`config.mk`:
```
export PLATFORM = sky130hd
export DESIGN_NAME = sep_port
export DESIGN_NICKNAME = d
export VERILOG_FILES = /design/src/verilog/sep_pkg.sv /design/src/verilog/sep_port.sv
export VERILOG_INCLUDE_DIRS = /design/src /design/src/verilog
export SDC_FILE = /design/constraint.sdc
export NUM_CORES = 1
export LEC_CHECK = 0
export BUFFER_PORTS_ARGS = -buffer_cell sky130_fd_sc_hd__buf_4
export CORE_UTILIZATION = 37
export DETAILED_ROUTE_END_ITERATION = 8
export GPL_ROUTABILITY_DRIVEN = 0
export PLACE_DENSITY = 0.63
export SLEW_MARGIN = 20
export SYNTH_ARGS = -nofsm -noshare
export SYNTH_HDL_FRONTEND = slang
export SYNTH_SLANG_ARGS = --single-unit
export TNS_END_PERCENT = 30
```
`constraint.sdc`:
```
create_clock -name sys_clk -period 6.8 [get_ports sys_clk]
set_clock_uncertainty 0.2 [all_clocks]
set_input_delay 0.68 -clock sys_clk [delete_from_list [all_inputs] [get_ports sys_clk]]
set_output_delay 0.68 -clock sys_clk [all_outputs]
set_load 0.01 [all_outputs]
```
`src/verilog/sep_defs.svh`:
```
// Constants of the serial word-memory command port.
// Assumes inclusion by bare name from the package and the design module.
`ifndef SEP_DEFS_SVH
`define SEP_DEFS_SVH
`define SEP_WORDS        16
`define SEP_WORD_W       16
`define SEP_ADDR_W       4
`define SEP_FRAME_BITS   4'h8
`define SEP_DATA_BITS    5'h10
`define SEP_ERASED_WORD  16'hFFFF
`define SEP_OP_READ      2'h2
`define SEP_OP_WRITE     2'h1
`define SEP_OP_ERASE     2'h3
`define SEP_OP_SPECIAL   2'h0
`define SEP_SUB_DISABLE  2'h0
`define SEP_SUB_WRALL    2'h1
`define SEP_SUB_ERALL    2'h2
`define SEP_SUB_ENABLE   2'h3
`endif

```
`src/verilog/sep_pkg.sv`:
```
// Types of the serial word-memory command port.
// Assumes sep_defs.svh is on the include path.
`include "sep_defs.svh"
package sep_pkg;
  typedef enum logic [2:0] {
    SEP_IDLE  = 3'b000,
    SEP_START = 3'b001,
    SEP_INSTR = 3'b010,
    SEP_DATA  = 3'b011,
    SEP_READ  = 3'b100,
    SEP_ARMED = 3'b101,
    SEP_PROG  = 3'b110,
    SEP_DONE  = 3'b111
  } sep_state_t;

  typedef struct packed {
    logic [2:0]  sync_sk;
    logic [2:0]  sync_cs;
    logic [2:0]  sync_di;
    logic        sk_q;
    logic        cs_q;
    sep_state_t  state;
    logic [3:0]  cnt;
    logic [7:0]  instr;
    logic [15:0] wdata;
    logic [15:0] shift;
    logic [4:0]  rcnt;
    logic        dout;
    logic        doe;
    logic        prog_en;
    logic        hv_on;
  } sep_st_t;
endpackage : sep_pkg

```
`src/verilog/sep_port.sv`:
```
// Serial command port and storage of a sixteen-word by sixteen-bit nonvolatile memory.
// Assumes the serial pins are asynchronous to sys_clk, slow (at most 200 kHz).
//
// Behaviour
// - Frame is start bits 0,1, four opcode bits, four address bits, serially.
// - Four address bits select one of sixteen 16-bit words.
// - Read 10xx, write 01xx, erase 11xx; low opcode bits ignored.
// - Code 0010 erases all; 0001 plus sixteen data bits writes all.
// - Code 0011 sets program enable latch, 0000 clears it; latch persists.
// - Read works whatever the enable latch holds.
// - Read loads word, drives dummy zero, then sixteen data bits.
// - Each data output change while driven launched by rising serial clock.
// - Data output driven only during read, otherwise released.
// - Select falling after a programming instruction starts programming if the enable latch is set.
// - Erase sets all sixteen bits of the word to one.
// - Write takes sixteen bits MSB first, clearing selected bits.
// - Programming lasts while select low; ends when select rises.
// - Serial clock may idle during the programming pulse.
// - High voltage generator active only while programming.
// - Write-all clears the same selected bits in every word at once.
// - Erase-all sets every bit of every word to one.
// - Select low without programming means low-power standby.
`timescale 1ns/10ps
`include "sep_defs.svh"
module sep_port (
  input  wire logic sys_clk,
  input  wire logic rst_b,
  input  wire logic chip_select,
  input  wire logic serial_clock_in,
  input  wire logic serial_data_in,
  output logic      serial_data_out,
  output logic      serial_data_oe,
  output logic      prog_enabled,
  output logic      hv_active,
  output logic      standby
);

  sep_pkg::sep_st_t st_ff;
  sep_pkg::sep_st_t nxt_st;
  logic [15:0]      mem_ff [0:15];

  // ****************************************************************
  // Synchronised pin view
  // ****************************************************************
  logic sk_lvl;
  logic cs_lvl;
  logic di_lvl;
  logic sk_rise;
  logic cs_fall;
  logic cs_rise;
  logic [1:0] op;
  logic [3:0] addr;
  logic       wr_word;
  logic       wr_all;
  logic       clr_word;
  logic       clr_all;

  always_comb begin
    // A clock or select change counts once the second and third stages agree
    sk_lvl  = (st_ff.sync_sk[1] == st_ff.sync_sk[2]) ? st_ff.sync_sk[2] : st_ff.sk_q;
    cs_lvl  = (st_ff.sync_cs[1] == st_ff.sync_cs[2]) ? st_ff.sync_cs[2] : st_ff.cs_q;
    di_lvl  = st_ff.sync_di[2];
    sk_rise = sk_lvl & ~st_ff.sk_q;
    cs_fall = ~cs_lvl & st_ff.cs_q;
    cs_rise = cs_lvl & ~st_ff.cs_q;
    op      = st_ff.instr[7:6];
    addr    = st_ff.instr[3:0];
  end

  // ****************************************************************
  // Decoder, read shifter and programming control
  // ****************************************************************
  always_comb begin
    nxt_st         = st_ff;
    nxt_st.sync_sk = {st_ff.sync_sk[1:0], serial_clock_in};
    nxt_st.sync_cs = {st_ff.sync_cs[1:0], chip_select};
    nxt_st.sync_di = {st_ff.sync_di[1:0], serial_data_in};
    nxt_st.sk_q    = sk_lvl;
    nxt_st.cs_q    = cs_lvl;
    case (st_ff.state)
      sep_pkg::SEP_IDLE: begin
        nxt_st.cnt = 4'h0;
        if (cs_lvl && sk_rise && !di_lvl) begin
          nxt_st.state = sep_pkg::SEP_START;
        end
      end
      sep_pkg::SEP_START: begin
        if (sk_rise) begin
          nxt_st.state = di_lvl ? sep_pkg::SEP_INSTR : sep_pkg::SEP_START;
        end
      end
      sep_pkg::SEP_INSTR: begin
        if (sk_rise) begin
          nxt_st.instr = {st_ff.instr[6:0], di_lvl};
          nxt_st.cnt   = st_ff.cnt + 4'h1;
          if (st_ff.cnt == `SEP_FRAME_BITS - 4'h1) begin
            nxt_st.cnt  = 4'h0;
            nxt_st.rcnt = 5'h0;
            case (st_ff.instr[6:5])
              `SEP_OP_READ: begin
                nxt_st.state = sep_pkg::SEP_READ;
                nxt_st.shift = mem_ff[{st_ff.instr[2:0], di_lvl}];
              end
              `SEP_OP_WRITE: nxt_st.state = sep_pkg::SEP_DATA;
              `SEP_OP_ERASE: nxt_st.state = sep_pkg::SEP_ARMED;
              default: begin
                case (st_ff.instr[4:3])
                  `SEP_SUB_ENABLE: begin
                    nxt_st.prog_en = 1'b1;
                    nxt_st.state   = sep_pkg::SEP_DONE;
                  end
                  `SEP_SUB_DISABLE: begin
                    nxt_st.prog_en = 1'b0;
                    nxt_st.state   = sep_pkg::SEP_DONE;
                  end
                  `SEP_SUB_WRALL: nxt_st.state = sep_pkg::SEP_DATA;
                  default:        nxt_st.state = sep_pkg::SEP_ARMED;
                endcase
              end
            endcase
          end
        end
      end
      sep_pkg::SEP_DATA: begin
        if (sk_rise) begin
          nxt_st.wdata = {st_ff.wdata[14:0], di_lvl};
          nxt_st.rcnt  = st_ff.rcnt + 5'h1;
          if (st_ff.rcnt == `SEP_DATA_BITS - 5'h1) begin
            nxt_st.state = sep_pkg::SEP_ARMED;
          end
        end
      end
      sep_pkg::SEP_READ: begin
        nxt_st.doe = 1'b1;
        if (sk_rise) begin
          if (st_ff.rcnt == 5'h0) begin
            nxt_st.dout = 1'b0;
          end else begin
            nxt_st.dout  = st_ff.shift[15];
            nxt_st.shift = {st_ff.shift[14:0], 1'b0};
          end
          if (st_ff.rcnt != `SEP_DATA_BITS + 5'h1) begin
            nxt_st.rcnt = st_ff.rcnt + 5'h1;
          end
        end
      end
      sep_pkg::SEP_ARMED: begin
        if (cs_fall) begin
          nxt_st.state = st_ff.prog_en ? sep_pkg::SEP_PROG : sep_pkg::SEP_IDLE;
          nxt_st.hv_on = st_ff.prog_en;
        end
      end
      sep_pkg::SEP_PROG: begin
        if (cs_rise) begin
          nxt_st.hv_on = 1'b0;
          nxt_st.state = sep_pkg::SEP_IDLE;
        end
      end
      sep_pkg::SEP_DONE: nxt_st.state = sep_pkg::SEP_DONE;
      default:           nxt_st.state = sep_pkg::SEP_IDLE;
    endcase
    if (!cs_lvl && st_ff.state != sep_pkg::SEP_ARMED && st_ff.state != sep_pkg::SEP_PROG) begin
      nxt_st.state = sep_pkg::SEP_IDLE;
      nxt_st.doe   = 1'b0;
      nxt_st.dout  = 1'b0;
    end
    if (st_ff.state == sep_pkg::SEP_ARMED && cs_fall && !st_ff.prog_en) begin
      nxt_st.hv_on = 1'b0;
    end
  end

  // ****************************************************************
  // State and storage registers
  // ****************************************************************
  always_ff @(posedge sys_clk) begin
    if (!rst_b) begin
      st_ff       <= '0;
      st_ff.state <= sep_pkg::SEP_IDLE;
    end else begin
      st_ff <= nxt_st;
    end
  end

  // Word updates repeat on every cycle of the pulse; both are idempotent
  always_comb begin
    wr_word  = st_ff.hv_on && (op == `SEP_OP_WRITE) && st_ff.state == sep_pkg::SEP_PROG;
    clr_word = st_ff.hv_on && (op == `SEP_OP_ERASE) && st_ff.state == sep_pkg::SEP_PROG;
    wr_all   = st_ff.hv_on && (op == `SEP_OP_SPECIAL) && st_ff.instr[5:4] == `SEP_SUB_WRALL;
    clr_all  = st_ff.hv_on && (op == `SEP_OP_SPECIAL) && st_ff.instr[5:4] == `SEP_SUB_ERALL;
  end

  genvar gi;
  generate
    for (gi = 0; gi < `SEP_WORDS; gi++) begin : g_word
      always_ff @(posedge sys_clk) begin
        if (clr_all || (clr_word && addr == 4'(gi))) begin
          mem_ff[gi] <= `SEP_ERASED_WORD;
        end else if (wr_all || (wr_word && addr == 4'(gi))) begin
          mem_ff[gi] <= mem_ff[gi] & st_ff.wdata;
        end
      end
    end
  endgenerate

  assign serial_data_out = st_ff.dout;
  assign serial_data_oe  = st_ff.doe;
  assign prog_enabled    = st_ff.prog_en;
  assign hv_active       = st_ff.hv_on;
  assign standby         = !st_ff.cs_q && !st_ff.hv_on;

  // ****************************************************************
  // Checks
  // ****************************************************************
  oe_read_only_a : assert property (@(posedge sys_clk) disable iff (!rst_b)
    serial_data_oe |-> $past(st_ff.state) == sep_pkg::SEP_READ)
    else $error("data output driven outside read");
  hv_needs_en_a : assert property (@(posedge sys_clk) disable iff (!rst_b)
    $rose(hv_active) |-> $past(prog_enabled))
    else $error("high voltage without enable");
  hv_ends_cs_a : assert property (@(posedge sys_clk) disable iff (!rst_b)
    (hv_active && cs_rise) |=> !hv_active)
    else $error("programming did not end on select rise");
  dout_on_sk_a : assert property (@(posedge sys_clk) disable iff (!rst_b)
    ($changed(serial_data_out) && serial_data_oe && $past(serial_data_oe)) |-> $past(sk_rise))
    else $error("output changed without clock rise");
  dummy_zero_a : assert property (@(posedge sys_clk) disable iff (!rst_b)
    (st_ff.state == sep_pkg::SEP_READ && st_ff.rcnt == 5'h1) |-> !serial_data_out)
    else $error("dummy bit not zero");
  erase_ones_a : assert property (@(posedge sys_clk) disable iff (!rst_b)
    clr_word |=> mem_ff[$past(addr)] == `SEP_ERASED_WORD)
    else $error("erased word not all ones");
  enable_latch_a : assert property (@(posedge sys_clk) disable iff (!rst_b)
    $fell(prog_enabled) |-> $past(st_ff.state) == sep_pkg::SEP_INSTR)
    else $error("enable latch cleared without command");
  abort_idle_a : assert property (@(posedge sys_clk) disable iff (!rst_b)
    (!cs_lvl && st_ff.state == sep_pkg::SEP_INSTR) |=> st_ff.state == sep_pkg::SEP_IDLE)
    else $error("partial frame not aborted");

  // ****************************************************************
  // Decoder and storage checks
  // ****************************************************************
  prog_start_a : assert property (@(posedge sys_clk) disable iff (!rst_b)
    (st_ff.state == sep_pkg::SEP_ARMED && cs_fall && st_ff.prog_en)
    |=> hv_active)
    else $error("programming did not start on select fall");
  locked_no_hv_a : assert property (@(posedge sys_clk) disable iff (!rst_b)
    (st_ff.state == sep_pkg::SEP_ARMED && cs_fall && !st_ff.prog_en)
    |=> (!hv_active && st_ff.state == sep_pkg::SEP_IDLE))
    else $error("locked programming was not refused");
  idle_oe_off_a : assert property (@(posedge sys_clk) disable iff (!rst_b)
    (st_ff.state == sep_pkg::SEP_IDLE)
    |-> !serial_data_oe)
    else $error("data output driven while idle");
  hv_only_prog_a : assert property (@(posedge sys_clk) disable iff (!rst_b)
    hv_active
    |-> (st_ff.state == sep_pkg::SEP_PROG))
    else $error("high voltage outside programming");
  read_load_a : assert property (@(posedge sys_clk) disable iff (!rst_b)
    (st_ff.state == sep_pkg::SEP_INSTR && sk_rise && cs_lvl && st_ff.instr[6:5] == `SEP_OP_READ
     && st_ff.cnt == `SEP_FRAME_BITS - 4'h1)
    |=> st_ff.shift == $past(mem_ff[{st_ff.instr[2:0], di_lvl}]))
    else $error("read did not load addressed word");
  erase_all_a : assert property (@(posedge sys_clk) disable iff (!rst_b)
    clr_all
    |=> (mem_ff[0] == `SEP_ERASED_WORD && mem_ff[15] == `SEP_ERASED_WORD))
    else $error("erase all left a word not all ones");
  write_and_a : assert property (@(posedge sys_clk) disable iff (!rst_b)
    wr_word
    |=> mem_ff[$past(addr)] == ($past(mem_ff[addr]) & $past(st_ff.wdata)))
    else $error("write did not clear selected bits");
  write_all_a : assert property (@(posedge sys_clk) disable iff (!rst_b)
    wr_all
    |=> mem_ff[0] == ($past(mem_ff[0]) & $past(st_ff.wdata)))
    else $error("write all did not load pattern");
  latch_set_a : assert property (@(posedge sys_clk) disable iff (!rst_b)
    $rose(prog_enabled)
    |-> $past(st_ff.state) == sep_pkg::SEP_INSTR)
    else $error("enable latch set without command");
  start_bits_a : assert property (@(posedge sys_clk) disable iff (!rst_b)
    (st_ff.state == sep_pkg::SEP_START && sk_rise && di_lvl && cs_lvl)
    |=> st_ff.state == sep_pkg::SEP_INSTR)
    else $error("start bit one not accepted");
  standby_hv_a : assert property (@(posedge sys_clk) disable iff (!rst_b)
    standby
    |-> (!hv_active && !st_ff.cs_q))
    else $error("standby during programming or select");
  data_count_a : assert property (@(posedge sys_clk) disable iff (!rst_b)
    (st_ff.state == sep_pkg::SEP_DATA && sk_rise && cs_lvl && st_ff.rcnt == 5'hF)
    |=> st_ff.state == sep_pkg::SEP_ARMED)
    else $error("data field not sixteen bits");
  prog_hold_a : assert property (@(posedge sys_clk) disable iff (!rst_b)
    (st_ff.state == sep_pkg::SEP_PROG && !cs_rise)
    |=> st_ff.state == sep_pkg::SEP_PROG)
    else $error("programming ended before select rise");
  read_shift_a : assert property (@(posedge sys_clk) disable iff (!rst_b)
    (st_ff.state == sep_pkg::SEP_READ && sk_rise && cs_lvl && st_ff.rcnt != 5'h0)
    |=> serial_data_out == $past(st_ff.shift[15]))
    else $error("read bit out of order");
  abort_start_a : assert property (@(posedge sys_clk) disable iff (!rst_b)
    (!cs_lvl && st_ff.state == sep_pkg::SEP_START)
    |=> st_ff.state == sep_pkg::SEP_IDLE)
    else $error("start bit wait not aborted");

endmodule : sep_port

```
==> metrics.md <==
| Metric | Value |
|---|---|
| Largest net degree at the start of global routing | `65` |
| Core area | `41000 um2` |
| R2r setup slk | `3.58 ns` |
| Hold Path Sink | `nxt_st[65]$_SDFF_PN0_` |
| Final min period | `3.22 ns` |
| Buf/Inv on CP | `0` |
| Critical path's slowest cell | `nand3b_1` |
| Synth top area cells | `edfxtp_1 (50%), a21o_1 (10%), dfxtp_1 (8.7%), mux4_2 (4.7%), nand2_1 (4.3%)` |
| CP max FO | `17` |
| First-pass GRT wire length | `61600 um` |
| Initial DRC Count | `981` |
| Routed Antenna Nets | `0` |
| Starting Density | `0.377` |
| Worst slew pin tran | `1.14 ns` |
| FP Rows | `74` |
| Area grow syn2layout | `10.2%` |
| Top cell type's share of synthesized area | `0.497` |
| DR WL/cell | `22.3 um` |
| Cells after synthesis | `1264` |
| GR Util All Layers | `0.192` |
| #FFs+latches synth | `323` |
| Yosys warnings | `0` |
| P_leak | `6.23 nW` |
| Clk buf depth | `3` |
| Critical path's top delay family | `simple AND/OR/NAND/NOR gates` |
| FMAX | `310 MHz` |
| Post-Route Utilization | `0.416` |
| Final WL | `39700 um` |
| Filler Cell Count | `3803` |
| FF-to-FF End | `mem_ff[1][8]$_SDFFCE_PN1P_` |
| Synth Area in Simple Gates | `0.0983` |
| Max Slew Vio Count | `0` |
| Hold Startpoint | `serial_clock_in` |
| Worst hold path class | `in2reg` |
| DP HPWL | `25100 um` |
| Kind of critical path | `reg2reg` |
| Unrepaired setup endpoints after global routing | `no` |
| Initial antenna violation count | `0` |
| Post-CTS setup buffers | `0` |
| Count leader, synth | `edfxtp_1` |
| Critical path capture point type | `flop` |
| CP Data Required Time | `6.75 ns` |
| Worst-path cell chain | `and2b_1 -> and3_1 -> nand3_1 -> o21bai_2 -> nand3b_1` |
| Nets | `1234` |
| Xor-xnor portion of the synthesized cell area | `0.00113` |
| Worst-path clk slew | `0.06 ns` |
| Die X | `206 um` |
| Worst Hold Depth | `2` |
| Clock root cell | `clkbuf_16` |
| Post-cts hold buffer count | `0` |
| Distinct cells, synth | `62` |
| Ys flop type | `edfxtp_1` |
| Synth Area in Adders | `0.00712` |
| # diodes | `0` |
| Maximum VDD drop | `0.187 mV` |
| Vias | `10300` |
| Status | `completed` |
| Pre-antenna DRT Iters | `7` |
| Area leader, netlist | `edfxtp_1` |
| Asr flop ratio synth | `0` |
| Worst reg2reg path depth | `5` |
| Cell Pwr Density | `239 nW/um2` |
| Via density | `5.79` |
| Syn_area_per_cell | `12.2 um2` |
| H-tree levels | `2` |
| Layout cells sized above 1 | `0.125` |
| Register area share after synthesis | `0.584` |
| Reg2reg start | `st_ff[54]$_SDFFE_PP0P_` |
| Vias in the first global route | `10100` |
| Worst Path Arrival | `3.17 ns` |
| Clk sinks | `323` |
| CTS buffer count | `36` |
| Largest family of logic cells by synthesized area | `compound AO/OA/AOI/OAI gates` |
| Setup_tns | `0 ns` |
| Worst rel slew slack | `0.237` |
| Post-cts gate resize count | `0` |
| Max stage delay on crit path | `0.70 ns` |
| Port Buffers | `9` |
| Post-Syn Area | `15500 um2` |
| CTS tree | `done` |
| Skew-Pair Late Insertion Delay | `0.53 ns` |
| DR DRC count | `0` |
| Die area | `42600 um2` |
| CP startpoint kind | `flop` |
| Io pins | `10` |
| Final period util | `0.474` |
| Final setup vio count | `0` |
| Die Y | `206 um` |
| MaxCap Viol Count | `0` |
| Post-synth top cells | `edfxtp_1 (256), a21o_1 (209), nand2_1 (176)` |
| Syn_nets | `1277` |
| EDFF count, synth | `256` |
| Global route overflow | `0` |
| Compound-Gate Fraction of Synth Area | `0.188` |
| Multiplexer share of the synthesized area | `0.0893` |
| Fin. Hold Viols | `0` |
==> per-layer routing <==
layer | routed length [um] | global-route usage | vias up
li1 | - | - | 4659
met1 | 17900 | 0.271 | 5243
met2 | 18400 | 0.301 | 330
met3 | 2440 | 0.0311 | 65
met4 | 964 | 0.0559 | 2
met5 | 64 | 0.0119 | -
==> final cells by class <==
cell class              count  area [um2]  area share
repair buffers             30         229      0.0134
clock buffers              45         976      0.0572
multi-input cells         823        5940       0.348
well taps                 532         666      0.0390
flip-flops and latches    323        9040       0.530
clock inverters            19         178      0.0104
inverters                   7        26.3     0.00154
==> flip-flops by register name (all words and copies together) (netlist names) <==
register and flops:
op 2, addr 4, st_ff 50, serial_data_out 1, nxt_st 6, serial_data_oe 1
di_lvl 1, hv_active 1, mem_ff 256, prog_enabled 1
==> report_power, final <==
part	total, mW	switching (mW)	internal [mW]
clock network	1.93	0.797	1.13
logic	0.0320	0.0197	0.0123
registers	2.11	0.00262	2.10
total	4.07	0.819	3.25
==> layout by cell type, fill, tap and decap left out, types with 9 or more instances in the layout <==
cell | netlist | final
and2_1 | 12 | 12
and3_1 | 20 | 20
o211ai_1 | 12 | 12
mux2i_1 | 48 | 48
mux4_2 | 32 | 32
nand3b_1 | 9 | 9
mux2_2 | 16 | 16
o22a_1 | 15 | 15
a21oi_1 | 23 | 23
nand2_1 | 176 | 176
dfxtp_1 | 67 | 63
o21ai_0 | 39 | 39
a32o_1 | 15 | 15
a21o_1 | 209 | 209
buf_4 | 3 | 29
a21boi_0 | 31 | 31
a22oi_1 | 15 | 15
nand3_1 | 32 | 32
nor2_1 | 34 | 34
edfxtp_1 | 256 | 256
nor2b_1 | 9 | 9
clkbuf_16 | 0 | 37
==> how the worst max path moves through the flow <==
stage / from / endpoint / slack, ns / cells after the start
6_report: st_ff[54]$_SDFFE_PP0P_ / mem_ff[1][8]$_SDFFCE_PN1P_ / 3.58 / 5
5_1_grt: st_ff[54]$_SDFFE_PP0P_ / mem_ff[1][8]$_SDFFCE_PN1P_ / 3.34 / 5
4_1_cts: st_ff[54]$_SDFFE_PP0P_ / mem_ff[1][8]$_SDFFCE_PN1P_ / 3.57 / 5
3_5_place_dp: st_ff[54]$_SDFFE_PP0P_ / mem_ff[1][1]$_SDFFCE_PN1P_ / 3.61 / 5
3_3_place_gp: st_ff[54]$_SDFFE_PP0P_ / mem_ff[1][5]$_SDFFCE_PN1P_ / 3.67 / 5
2_1_floorplan: st_ff[54]$_SDFFE_PP0P_ / mem_ff[9][0]$_SDFFCE_PN1P_ / 4.10 / 6
==> stage by stage <==
step,power [mW],area [um2],setup WS [ns],std cells,hold slack (ns)
3_5_place_dp,2.18,15900,3.61,1714,0.226
6_report,4.07,17100,3.58,1779,0.153
3_3_place_gp,2.18,15900,3.67,1714,0.215
4_1_cts,4.10,17000,3.57,1778,0.144
2_1_floorplan,2.17,15500,4.10,1264,0.212
5_1_grt,4.18,17100,3.34,1779,0.151
==> worst reg2reg max path, stage by stage, from the launching register on <==
cell and delay (ns):
dfxtp_1 0.61, and2b_1 0.24, and3_1 0.21, nand3_1 0.22
o21bai_2 0.66, nand3b_1 0.70
==> cells by family after synthesis <==
group / after synthesis
AND/OR/NAND/NOR: 322
buffers and inverters: 118
AO/OA/AOI/OAI: 394
flip-flops: 323
adder cells (fa/ha/maj): 9
XOR/XNOR: 2
multiplexers: 96
(Power assumes the default switching activity.)
